===== config.mk =====
export PLATFORM = sky130hd
export DESIGN_NAME = pcafc_top
export DESIGN_NICKNAME = d
export VERILOG_FILES = /design/src/logic/pcafc_pkg.sv /design/src/logic/pcafc_top.sv
export SDC_FILE = /design/constraint.sdc
export NUM_CORES = 1
export LEC_CHECK = 0
export BUFFER_PORTS_ARGS = -buffer_cell sky130_fd_sc_hd__buf_2
export CAP_MARGIN = 10
export CORE_MARGIN = 5
export CORE_UTILIZATION = 50
export CTS_CLUSTER_SIZE = 16
export DETAILED_ROUTE_END_ITERATION = 7
export PLACE_DENSITY = 0.7
export SYNTH_ARGS = -nofsm -noshare
export SYNTH_HDL_FRONTEND = slang
export SYNTH_SLANG_ARGS = --single-unit

===== constraint.sdc =====
create_clock -name clk -period 4.3 [get_ports clk]
set_input_delay 0.43 -clock clk [delete_from_list [all_inputs] [get_ports clk]]
set_output_delay 0.43 -clock clk [all_outputs]
set_load 0.03 [all_outputs]

===== src/logic/pcafc_pkg.sv =====
/*
 Package for the per-port ingress credit handler and transmit arbiter.
 Holds threshold field layout, queue limits, timer codes and the
 arbiter's candidate enumeration. Assumes one port, six channel-and-type
 entries, core clock of 100 MHz.
*/
package pcafc_pkg;
    localparam int NUM_CT = 6;
    localparam int CT_W = 3;
    localparam int THR_W = 32;
    localparam int HDR_LSB = 9;
    localparam int HDR_MSB = 13;
    localparam int HDR_W = 5;
    localparam int PAY_LSB = 0;
    localparam int PAY_MSB = 8;
    localparam int PAY_W = 9;
    localparam int PAY_RSV_W = 3;
    localparam int CNT_W = 12;
    localparam logic [THR_W-1:0] THR_RESET = 32'h0000_0210;
    localparam logic [PAY_W-1:0] MPS128_UNITS = 9'h008;
    localparam logic [PAY_W-1:0] MPS256_UNITS = 9'h010;
    localparam logic [7:0] TMR_WRAP = 8'hff;
    localparam logic [7:0] ACK_LIM_MIN = 8'h02;
    localparam logic [7:0] UFC_LIM_MIN = 8'h02;
    localparam logic [7:0] ACK_LIM_RESET = 8'h00;
    localparam logic [7:0] UFC_LIM_RESET = 8'h00;
    // Entry types by index: 0,3 posted; 1,4 non-posted; 2,5 completion
    localparam logic [NUM_CT-1:0] CT_IS_NP = 6'h12;
    typedef enum logic [3:0] {
        PCAFC_NONE, PCAFC_INITFC, PCAFC_NAK, PCAFC_ACK_HI, PCAFC_UFC_HI,
        PCAFC_RETRY, PCAFC_NEW_TLP, PCAFC_UFC_LO, PCAFC_PM, PCAFC_ACK_LO
    } pcafc_sel_t;
endpackage


===== src/logic/pcafc_top.sv =====
/*
 Credit handler and fixed-priority transmit arbiter for one switch port.
 Assumes the TX path asserts tx_done for one cycle when the granted item
 has left, and upstream logic presents one TLP at a time in order.
*/
`timescale 1ns/10ps
module pcafc_top (
    // Clock and resets
    input wire logic clk,
    input wire logic rst,
    input wire logic sec_bus_reset,
    input wire logic is_downstream,
    // Threshold register port
    input wire logic thr_wr,
    input wire logic [pcafc_pkg::CT_W-1:0] thr_idx,
    input wire logic [pcafc_pkg::THR_W-1:0] thr_wdata,
    output logic [pcafc_pkg::THR_W-1:0] thr_rdata,
    // Serial memory load
    input wire logic eep_wr,
    input wire logic [pcafc_pkg::CT_W-1:0] eep_idx,
    input wire logic [pcafc_pkg::THR_W-1:0] eep_wdata,
    // Timer limits and payload size
    input wire logic [7:0] ack_limit,
    input wire logic [7:0] ufc_limit,
    input wire logic mps_256,
    // Ingress credit events
    input wire logic rx_tlp,
    input wire logic [pcafc_pkg::CT_W-1:0] rx_ct,
    input wire logic [pcafc_pkg::PAY_W-1:0] rx_pay,
    input wire logic rx_relaxed,
    input wire logic free_ev,
    input wire logic [pcafc_pkg::CT_W-1:0] free_ct,
    input wire logic [pcafc_pkg::PAY_W-1:0] free_pay,
    // Transmit candidates
    input wire logic req_initfc,
    input wire logic req_nak,
    input wire logic req_ack,
    input wire logic ack_dup,
    input wire logic req_retry,
    input wire logic req_tlp,
    input wire logic tlp_has_pay,
    input wire logic req_pm,
    input wire logic [pcafc_pkg::PAY_W-1:0] partner_pay_credit,
    input wire logic tx_done,
    // Grant and updateFC content
    output logic [3:0] tx_grant,
    output logic tx_busy,
    output logic [pcafc_pkg::CT_W-1:0] ufc_ct,
    output logic [pcafc_pkg::HDR_W-1:0] ufc_hdr,
    output logic [pcafc_pkg::PAY_W-1:0] ufc_pay,
    output logic rx_order_strict
);
    import pcafc_pkg::*;

    logic [THR_W-1:0] thr_reg [NUM_CT];
    logic [THR_W-1:0] act_reg [NUM_CT];
    logic [CNT_W-1:0] debt_hdr_reg [NUM_CT];
    logic [CNT_W-1:0] debt_pay_reg [NUM_CT];
    logic [NUM_CT-1:0] ufc_pend_reg;
    logic [7:0] ufc_tmr_reg [NUM_CT];
    logic [7:0] ack_tmr_reg;
    logic sbr_q_reg;
    pcafc_sel_t sel_reg;
    pcafc_sel_t sel_next;
    logic busy_reg;
    logic [THR_W-1:0] thr_rdata_reg;
    logic [CT_W-1:0] ufc_ct_reg;
    logic [HDR_W-1:0] ufc_hdr_reg;
    logic [PAY_W-1:0] ufc_pay_reg;
    logic [THR_W-1:0] wr_val;
    logic [THR_W-1:0] eep_val;
    logic [CT_W-1:0] pend_ct;
    logic pend_any;
    logic pend_hi;
    logic pay_ok;
    logic [7:0] ack_eff;
    logic [7:0] ufc_eff;
    logic sbr_fall;

    // Clear reserved low payload bits for posted and completion entries
    function automatic logic [THR_W-1:0] clean_thr(
        input logic [THR_W-1:0] v, input logic [CT_W-1:0] idx);
        logic [THR_W-1:0] r;
        r = '0;
        r[HDR_MSB:HDR_LSB] = v[HDR_MSB:HDR_LSB];
        r[PAY_MSB:PAY_LSB] = v[PAY_MSB:PAY_LSB];
        if (!CT_IS_NP[idx]) begin
            r[PAY_RSV_W-1:0] = '0;
        end
        return r;
    endfunction

    // Limit codes below the minimum stand for the longest wait
    function automatic logic [7:0] eff_limit(
        input logic [7:0] v, input logic [7:0] minv);
        return (v < minv) ? TMR_WRAP : v;
    endfunction

    assign wr_val = clean_thr(thr_wdata, thr_idx);
    assign eep_val = clean_thr(eep_wdata, eep_idx);
    assign ack_eff = eff_limit(ack_limit, ACK_LIM_MIN);
    assign ufc_eff = eff_limit(ufc_limit, UFC_LIM_MIN);
    assign sbr_fall = sbr_q_reg && !sec_bus_reset;
    // One max payload of partner credit before any payload TLP
    assign pay_ok = !tlp_has_pay ||
        (partner_pay_credit >= (mps_256 ? MPS256_UNITS : MPS128_UNITS));

    // Programmed thresholds; primary reset restores the initial value
    always_ff @(posedge clk) begin
        for (int i = 0; i < NUM_CT; i++) begin
            if (rst) begin
                thr_reg[i] <= THR_RESET;
            end else if (thr_wr && thr_idx == CT_W'(i)) begin
                thr_reg[i] <= wr_val;
            end else if (eep_wr && eep_idx == CT_W'(i)) begin
                thr_reg[i] <= eep_val;
            end
        end
    end

    // Advertised thresholds: upstream follows writes, downstream waits
    always_ff @(posedge clk) begin
        for (int i = 0; i < NUM_CT; i++) begin
            if (rst) begin
                act_reg[i] <= THR_RESET;
            end else if (eep_wr && eep_idx == CT_W'(i)) begin
                act_reg[i] <= eep_val;
            end else if (is_downstream) begin
                if (sbr_fall) begin
                    act_reg[i] <= thr_reg[i];
                end
            end else if (thr_wr && thr_idx == CT_W'(i)) begin
                act_reg[i] <= wr_val;
            end
        end
    end

    always_ff @(posedge clk) begin
        if (rst) begin
            sbr_q_reg <= 1'b0;
        end else begin
            sbr_q_reg <= sec_bus_reset;
        end
    end

    // Credit debt: lowered threshold must be consumed before new credit
    always_ff @(posedge clk) begin
        for (int i = 0; i < NUM_CT; i++) begin
            if (rst || (is_downstream && sec_bus_reset)) begin
                debt_hdr_reg[i] <= '0;
                debt_pay_reg[i] <= '0;
            end else if (!is_downstream && thr_wr && thr_idx == CT_W'(i)) begin
                if (wr_val[HDR_MSB:HDR_LSB] < act_reg[i][HDR_MSB:HDR_LSB]) begin
                    debt_hdr_reg[i] <= debt_hdr_reg[i] + CNT_W'(
                        act_reg[i][HDR_MSB:HDR_LSB] -
                        wr_val[HDR_MSB:HDR_LSB]);
                end
                if (wr_val[PAY_MSB:PAY_LSB] < act_reg[i][PAY_MSB:PAY_LSB]) begin
                    debt_pay_reg[i] <= debt_pay_reg[i] + CNT_W'(
                        act_reg[i][PAY_MSB:PAY_LSB] -
                        wr_val[PAY_MSB:PAY_LSB]);
                end
            end else if (free_ev && free_ct == CT_W'(i)) begin
                // Freed space pays the debt first, nothing is returned
                debt_hdr_reg[i] <= (debt_hdr_reg[i] != '0) ?
                    debt_hdr_reg[i] - CNT_W'(1) : '0;
                debt_pay_reg[i] <= (debt_pay_reg[i] > CNT_W'(free_pay)) ?
                    debt_pay_reg[i] - CNT_W'(free_pay) : '0;
            end
        end
    end

    // Pending updateFC per entry; a new event wins over the send clear
    always_ff @(posedge clk) begin
        for (int i = 0; i < NUM_CT; i++) begin
            if (rst) begin
                ufc_pend_reg[i] <= 1'b0;
            end else if (thr_wr && !is_downstream && thr_idx == CT_W'(i) &&
                         (wr_val[HDR_MSB:HDR_LSB] >
                          act_reg[i][HDR_MSB:HDR_LSB] ||
                          wr_val[PAY_MSB:PAY_LSB] >
                          act_reg[i][PAY_MSB:PAY_LSB])) begin
                ufc_pend_reg[i] <= 1'b1;
            end else if (free_ev && free_ct == CT_W'(i) &&
                         debt_hdr_reg[i] == '0 &&
                         debt_pay_reg[i] <= CNT_W'(free_pay)) begin
                ufc_pend_reg[i] <= 1'b1;
            end else if (sbr_fall && is_downstream) begin
                ufc_pend_reg[i] <= 1'b1;
            end else if (busy_reg && tx_done && ufc_ct_reg == CT_W'(i) &&
                         (sel_reg == PCAFC_UFC_HI ||
                          sel_reg == PCAFC_UFC_LO)) begin
                ufc_pend_reg[i] <= 1'b0;
            end
        end
    end

    // Per-entry pending timers sharing one limit
    always_ff @(posedge clk) begin
        for (int i = 0; i < NUM_CT; i++) begin
            if (rst || !ufc_pend_reg[i]) begin
                ufc_tmr_reg[i] <= '0;
            end else if (ufc_tmr_reg[i] < ufc_eff) begin
                ufc_tmr_reg[i] <= ufc_tmr_reg[i] + 8'h01;
            end
        end
    end

    // ACK latency timer runs while an ACK waits
    always_ff @(posedge clk) begin
        if (rst || !req_ack) begin
            ack_tmr_reg <= '0;
        end else if (ack_tmr_reg < ack_eff) begin
            ack_tmr_reg <= ack_tmr_reg + 8'h01;
        end
    end

    // Lowest pending entry, and whether any entry has timed out
    always_comb begin
        pend_ct = '0;
        pend_any = 1'b0;
        pend_hi = 1'b0;
        for (int i = NUM_CT - 1; i >= 0; i--) begin
            if (ufc_pend_reg[i]) begin
                pend_ct = CT_W'(i);
                pend_any = 1'b1;
                if (ufc_tmr_reg[i] >= ufc_eff) begin
                    pend_hi = 1'b1;
                end
            end
        end
    end

    // Fixed priority pick; a waiting ACK can go low when the link is idle
    always_comb begin
        if (req_initfc) begin
            sel_next = PCAFC_INITFC;
        end else if (req_nak) begin
            sel_next = PCAFC_NAK;
        end else if (req_ack && (ack_dup || ack_tmr_reg >= ack_eff)) begin
            sel_next = PCAFC_ACK_HI;
        end else if (pend_hi) begin
            sel_next = PCAFC_UFC_HI;
        end else if (req_retry) begin
            sel_next = PCAFC_RETRY;
        end else if (req_tlp && pay_ok) begin
            sel_next = PCAFC_NEW_TLP;
        end else if (pend_any) begin
            sel_next = PCAFC_UFC_LO;
        end else if (req_pm) begin
            sel_next = PCAFC_PM;
        end else if (req_ack) begin
            sel_next = PCAFC_ACK_LO;
        end else begin
            sel_next = PCAFC_NONE;
        end
    end

    // Grant holds until the item finishes; no preemption
    always_ff @(posedge clk) begin
        if (rst) begin
            busy_reg <= 1'b0;
            sel_reg <= PCAFC_NONE;
        end else if (busy_reg) begin
            if (tx_done) begin
                busy_reg <= 1'b0;
                sel_reg <= PCAFC_NONE;
            end
        end else if (sel_next != PCAFC_NONE) begin
            busy_reg <= 1'b1;
            sel_reg <= sel_next;
        end
    end

    // UpdateFC content latched with the grant, stable while sent
    always_ff @(posedge clk) begin
        if (rst) begin
            ufc_ct_reg <= '0;
            ufc_hdr_reg <= '0;
            ufc_pay_reg <= '0;
        end else if (!busy_reg && (sel_next == PCAFC_UFC_HI ||
                                   sel_next == PCAFC_UFC_LO)) begin
            ufc_ct_reg <= pend_ct;
            ufc_hdr_reg <= act_reg[pend_ct][HDR_MSB:HDR_LSB];
            ufc_pay_reg <= act_reg[pend_ct][PAY_MSB:PAY_LSB];
        end
    end

    // Register readback of the programmed value
    always_ff @(posedge clk) begin
        if (rst) begin
            thr_rdata_reg <= THR_RESET;
        end else begin
            // Unused indices read zero rather than an undefined entry
            thr_rdata_reg <= (thr_idx < CT_W'(NUM_CT)) ? thr_reg[thr_idx] : '0;
        end
    end

    // Relaxed ordering bit has no effect; order stays strict
    always_ff @(posedge clk) begin
        if (rst) begin
            rx_order_strict <= 1'b1;
        end else begin
            rx_order_strict <= 1'b1 | (rx_tlp & rx_relaxed);
        end
    end

    assign thr_rdata = thr_rdata_reg;
    assign tx_grant = sel_reg;
    assign tx_busy = busy_reg;
    assign ufc_ct = ufc_ct_reg;
    assign ufc_hdr = ufc_hdr_reg;
    assign ufc_pay = ufc_pay_reg;

endmodule // pcafc_top


=== After elaboration in Yosys (flattened, before gate mapping) ===
Memory sizes are Yosys's and may differ from the RTL's. A register that Yosys moved wholly into a read port is not among the register bits.
Index checks and enable logic that the tools add are counted.

* Register bits: 55
* Latch bits: 0
* Bits in writable memories: 468
* ROM bits: 16
* Output and inout bits: 55
* Memories: 7

* Add/subtract/negate cells: 43
* $mul: 0
* Div/mod/pow operators: 0
* $lt $le $gt $ge: 56
* Equal/unequal tests: 25
* Shifts and indexed selects: 0
* Multiplexer cells: 347
* Bitwise gates (word level): 61
* Reductions and logical operators: 117

{| class="wikitable"
|+ Memory list
! memory !! depth !! bits a word !! read ports !! clocked after memory_dff !! wr ports !! line !! source
|-
| act_reg || 6 || 32 || 7 || 1 || 6 || pcafc_top.sv:56 || <nowiki>logic [THR_W-1:0] act_reg [NUM_CT];</nowiki>
|-
| thr_reg || 6 || 14 || 7 || 0 || 6 || pcafc_top.sv:55 || <nowiki>logic [THR_W-1:0] thr_reg [NUM_CT];</nowiki>
|-
| debt_hdr_reg || 6 || 12 || 6 || 0 || 6 || pcafc_top.sv:57 || <nowiki>logic [CNT_W-1:0] debt_hdr_reg [NUM_CT];</nowiki>
|-
| debt_pay_reg || 6 || 12 || 6 || 0 || 6 || pcafc_top.sv:58 || <nowiki>logic [CNT_W-1:0] debt_pay_reg [NUM_CT];</nowiki>
|-
| ufc_tmr_reg || 6 || 8 || 6 || 0 || 6 || pcafc_top.sv:60 || <nowiki>logic [7:0] ufc_tmr_reg [NUM_CT];</nowiki>
|-
| (no name shown) || 8 || 1 || 1 || 0 || 0 || pcafc_top.sv:87 || <nowiki>if (!CT_IS_NP[idx]) begin</nowiki>
|-
| 1 more memories || n/a || n/a || n/a || n/a || n/a || n/a ||
|}

{| class="wikitable"
|+ Operators with widths
! operator !! number
|-
| 32-bit 2-to-1 mux || 18
|-
| 12-bit 2-to-1 mux || 36
|-
| 1-bit 2-to-1 mux || 251
|-
| 14-bit 2-to-1 mux || 12
|-
| 12-bit adder || 12
|-
| 12-bit by 9-bit greater-than comparator with 1-bit output || 6
|-
| 12-bit by 9-bit <= comparator with 1-bit output || 6
|-
| 12-bit logical NOT || 6
|-
| 12-bit nonzero test || 6
|-
| 12-bit by 1-bit subtractor with 12-bit output, second input constant || 6
|-
| 12-bit by 9-bit subtractor with 12-bit output || 6
|-
| 8-bit 2-to-1 mux || 8
|-
| 1-bit logical AND || 62
|-
| 1-bit bitwise OR || 60
|-
| 9-bit by 9-bit subtractor with 10-bit output || 6
|-
| 8-bit by 1-bit adder with 8-bit output, second input constant || 7
|-
| 8-bit >= comparator || 7
|-
| 8-bit less-than comparator || 7
|-
| 9-bit greater-than comparator || 6
|-
| 9-bit less-than comparator || 6
|-
| 4-bit 2-to-1 mux || 12
|-
| 5-bit by 5-bit subtractor with 6-bit output || 6
|-
| 5-bit greater-than comparator || 6
|-
| 5-bit less-than comparator || 6
|-
| other kinds (20) || 85
|}

=== Logic depth before layout (Yosys ltp) ===
* Depth in word-level cells: 22
* Depth in mapped cells: 20
* Gate-level depth less buffers: 20

=== Worst setup path after synthesis ===
Ideal clock, no wire load.

* Kind: input port to flip-flop
* From: input port thr_idx[1] in the netlist's numbering
* To: memory debt_pay_reg[0][11] (data pin)
* Library setup time: 265 ps
* Data arrival time: 3,956 ps
* Slack: 79 ps
* Stages: 19
* Buffers on the path: 1
* Path through: buf_2 -> o21ai_0 -> nand2_1 -> inv_1 -> ha_1 -> inv_1 -> fa_1 -> a211oi_1 -> o21ai_0 -> a31o_2 -> a21o_1 -> xor2_1 -> ha_1 -> nand3_1 -> o2111ai_1 -> o211ai_1 -> xnor2_1 -> a221oi_1 -> a21oi_1

{| class="wikitable"
|+ RTL lines
! item !! line !! source
|-
| start: declaration || pcafc_top.sv:15 || <nowiki>input wire logic [pcafc_pkg::CT_W-1:0] thr_idx,</nowiki>
|-
| end: declaration || pcafc_top.sv:58 ||
|}

==> out/qor.csv <==
stage,metric,value,unit
sta,Final Max Slew Viols,0,
cts,CTS sink count,411,
placement,Post-DP HPWL,76.12,mm
cts,worst skew pair latency,0.63,ns
power,PD cells,338.6,mW/mm^2
worst_setup_path,worst path cell trace,"buf_2, nand2b_1, o21ai_1, buf_4, nand2_1, inv_1, ha_1, inv_1, fa_1, a211oi_1, o21ai_0, a31o_2, a21o_1, xor2_1, ha_1, nand3_1, o2111ai_1, o211ai_1, xnor2_1, a221oi_1, a21oi_1",
power,Clk pwr share,0.334,
finish,most frequent cells in the layout,"360 x edfxtp_1, 335 x ha_1, 319 x nor2_1, 265 x inv_1, 251 x buf_4",
routing,Post-Route WL,99.05,mm
worst_hold_path,Worst Min Path Start,tx_done,
yosys,Netlist cell types,76,
power,internal power,0.008737,W
worst_setup_path,WS Path Type,in -> reg,
worst_setup_path,CP arrival,4.42,ns
worst_hold_path,worst min path class,in -> reg,
yosys,synthesis warning total,0,
worst_setup_path,Reg2Reg Setup Slack,0.49,ns
sta,unrepaired setup endpoints after global routing,false,
status,failing checks,design-rule violations,
global_route,gr ovfl total,0,
power,Net Switching,0.004181,W
yosys,Main synth FF type,edfxtp_1,
power,VDD IR max,0.2908,mV
die,die width,267.6,microns
sta,final period utilization,0.9442,
die,full die area,0.07160,sq mm
yosys,Syn Area/Cell,9.490,sq um
worst_setup_path,R2R Path End,debt_hdr_reg[0][10]$_DFFE_PP_,
cts,CTS Buffer Depth,3,
worst_setup_path,"Buf+Inv Stages, Crit Path",4,
worst_setup_path,FF-to-FF Start,act_reg[0][9]$_DFFE_PP_,
die,floorplan core area,0.06575,sq mm
power,P_leak,16.31,nW
die,Die Ht,267.6,microns
worst_setup_path,CP endpoint kind,flop,
placement,PortBufs,123,
worst_setup_path,Setup crit start,thr_idx[2],
worst_setup_path,startpoint types,primary input,
finish,"commonest non-fill, non-tap cell in the layout",edfxtp_1,
sta,Worst Skew,0.03385,ns
worst_setup_path,max incr delay on CP,0.41,ns
routing,DR pass1 iterations,8,
sta,Final setup viols,0,
global_route,largest net degree at the start of global routing,47,
yosys,post-synthesis cell area,0.03318,sq mm
cts,CTS buffer count,48,
cts,H-Tree Depth,2,
worst_setup_path,crit path max-delay cell type,fa_1,
sta,actual slew at the worst max-slew pin,1.204,ns
yosys,Synth Register Bits,411,
finish,share of layout cells above drive strength 1,0.1374,
die,I/O pins,193,
global_route,first-pass GRT wire length,151.1,mm
global_route,GR Util All Layers,0.2659,
worst_setup_path,Crit. path cell count,21,
yosys,Cells after Synth,3496,
placement,Area after DPL,0.03647,sq mm
routing,ANT nets after route,0,
status,status,finished with violations,
cts,root buffer selected by CTS,clkbuf_16,
worst_setup_path,crit path max fanout,5,
routing,initial drt markers,2953,
routing,DR WL/cell,20.92,microns
routing,DRC errors left,18,
finish,fin area,0.03816,sq mm
worst_hold_path,hold depth,2,
power,Flop pwr share,0.371,
sta,WHS,0.05603,ns
worst_setup_path,Crit path max-delay family,compound AO/OA/AOI/OAI gates,
cts,"Clk pin slew, worst setup/hold paths",0.06,ns
yosys,"EDFF count, synth",360,
global_route,initial antenna violation count,9,
routing,routed via count,28819,
die,Starting Density,0.5046,
sta,min Tclk post-route,4.060,ns
sta,number of hold violations in the final report,0,
flow_run,max-cap violations,0,
placement,RePlAce Congestion,0.9748,
sta,worst setup margin,0.2398,ns
die,Rows,94,
cts,cts hold-fix bufs,0,
routing,vias per cell,6.086,
finish,Layout Nets,4328,
sta,FMAX,246.3,MHz
global_route,vias in the first global route,27278,
sta,Slew headroom,0.1903,
yosys,register area share after synthesis,0.3566,
worst_setup_path,worst r2r path cells,14,
placement,Post-Place Setup Slack,-0.4028,ns
yosys,fraction of registers with async set/reset,0,
worst_hold_path,Worst Hold Endpoint,tx_busy$_SDFF_PP0_,
worst_setup_path,Crit path required time,4.66,ns
power,Comb pwr share,0.296,
power,Sw Ratio,0.3237,
finish,Area Growth Syn to Fin,15.01,%
cts,CTS tree,built,
## per-stage QoR
stage / util / setup TNS [ns] / instances / power, W
final: 0.5804 / 0 / 4735 / 0.01292
after global routing: 0.5801 / 0 / 4729 / 0.01352
after CTS: 0.5800 / 0 / 4729 / 0.01291
after detailed placement: 0.5546 / -4.423 / 4639 / 0.008605
after global placement: 0.5546 / -3.605 / 4639 / 0.008543
after floorplan: - / 0 / 3525 / 0.007399
## metal layers
metal,global-route usage,vias up,wire (microns)
met2,0.4233,1221,44390
met1,0.3577,13586,41090
met3,0.05301,280,8739
met5,0,-,29
li1,-,13726,-
met4,0.1087,6,4796
## power groups by stage
stage | combinational [W] | clock (W) | sequential, W
2_1_floorplan | 0.00259 | 0 | 0.00480
3_3_place_gp | 0.00369 | 0 | 0.00486
6_report | 0.00382 | 0.00431 | 0.00479
5_1_grt | 0.00421 | 0.00451 | 0.00480
4_1_cts | 0.00378 | 0.00435 | 0.00478
3_5_place_dp | 0.00374 | 0 | 0.00486
## kinds of logic after synthesis
logic type	Yosys count	share of synthesized area
compound gates	915	0.1865
xor+xnor	296	0.07814
fa+ha+maj	374	0.1472
buf+inv	397	0.04741
flops	411	0.3566
mux	70	0.03176
other cells	2	0.0002264
simple gates	1031	0.1522
## what timing repair did
action / in CTS / in global routing
endpoints found under the setup margin: 0 / 6
buffers inserted: 0 / 0
gates resized for setup: 0 / 3
## cells in the mapped netlist, drive strengths merged, types with 37 or more instances
cell    instances  share of area
a211oi         39         0.0088
a21o           87          0.020
a21oi         178          0.027
a222oi         45          0.014
a22o           37         0.0098
clkbuf         95          0.011
dfxtp          51          0.031
edfxtp        360           0.33
ha            335           0.13
inv           265          0.030
mux2i          40          0.012
nand2         195          0.022
nand2b         48         0.0091
nand3          71          0.011
nor2          320          0.036
nor2b          59          0.011
nor3          118          0.018
o21ai         157          0.024
o22ai         123          0.023
or3            37         0.0070
xnor2         141          0.037
xor2          155          0.041
## layout make-up
class                           count  area [sq um]
Antenna cell                        6         15.01
Clock buffer                       56          1336
Sequential cell                   411         11830
Inverter                          267          1002
Tap cell                          864          1081
Fill cell                        5669         27590
Timing Repair Buffer              380          2635
Multi-Input combinational cell   2717         19930
Clock inverter                     34         330.3
## worst max-delay path by stage
stage	endpoint	slack, ns
after detailed placement	debt_pay_reg[0][11]$_DFFE_PP_	-0.40
after CTS	debt_pay_reg[0][11]$_DFFE_PP_	0.23
after global placement	debt_pay_reg[0][11]$_DFFE_PP_	-0.39
final	debt_pay_reg[0][11]$_DFFE_PP_	0.24
after global routing	debt_pay_reg[0][11]$_DFFE_PP_	0.0005
after floorplan	debt_pay_reg[0][11]$_DFFE_PP_	0.08
(Power assumes the default switching activity.)
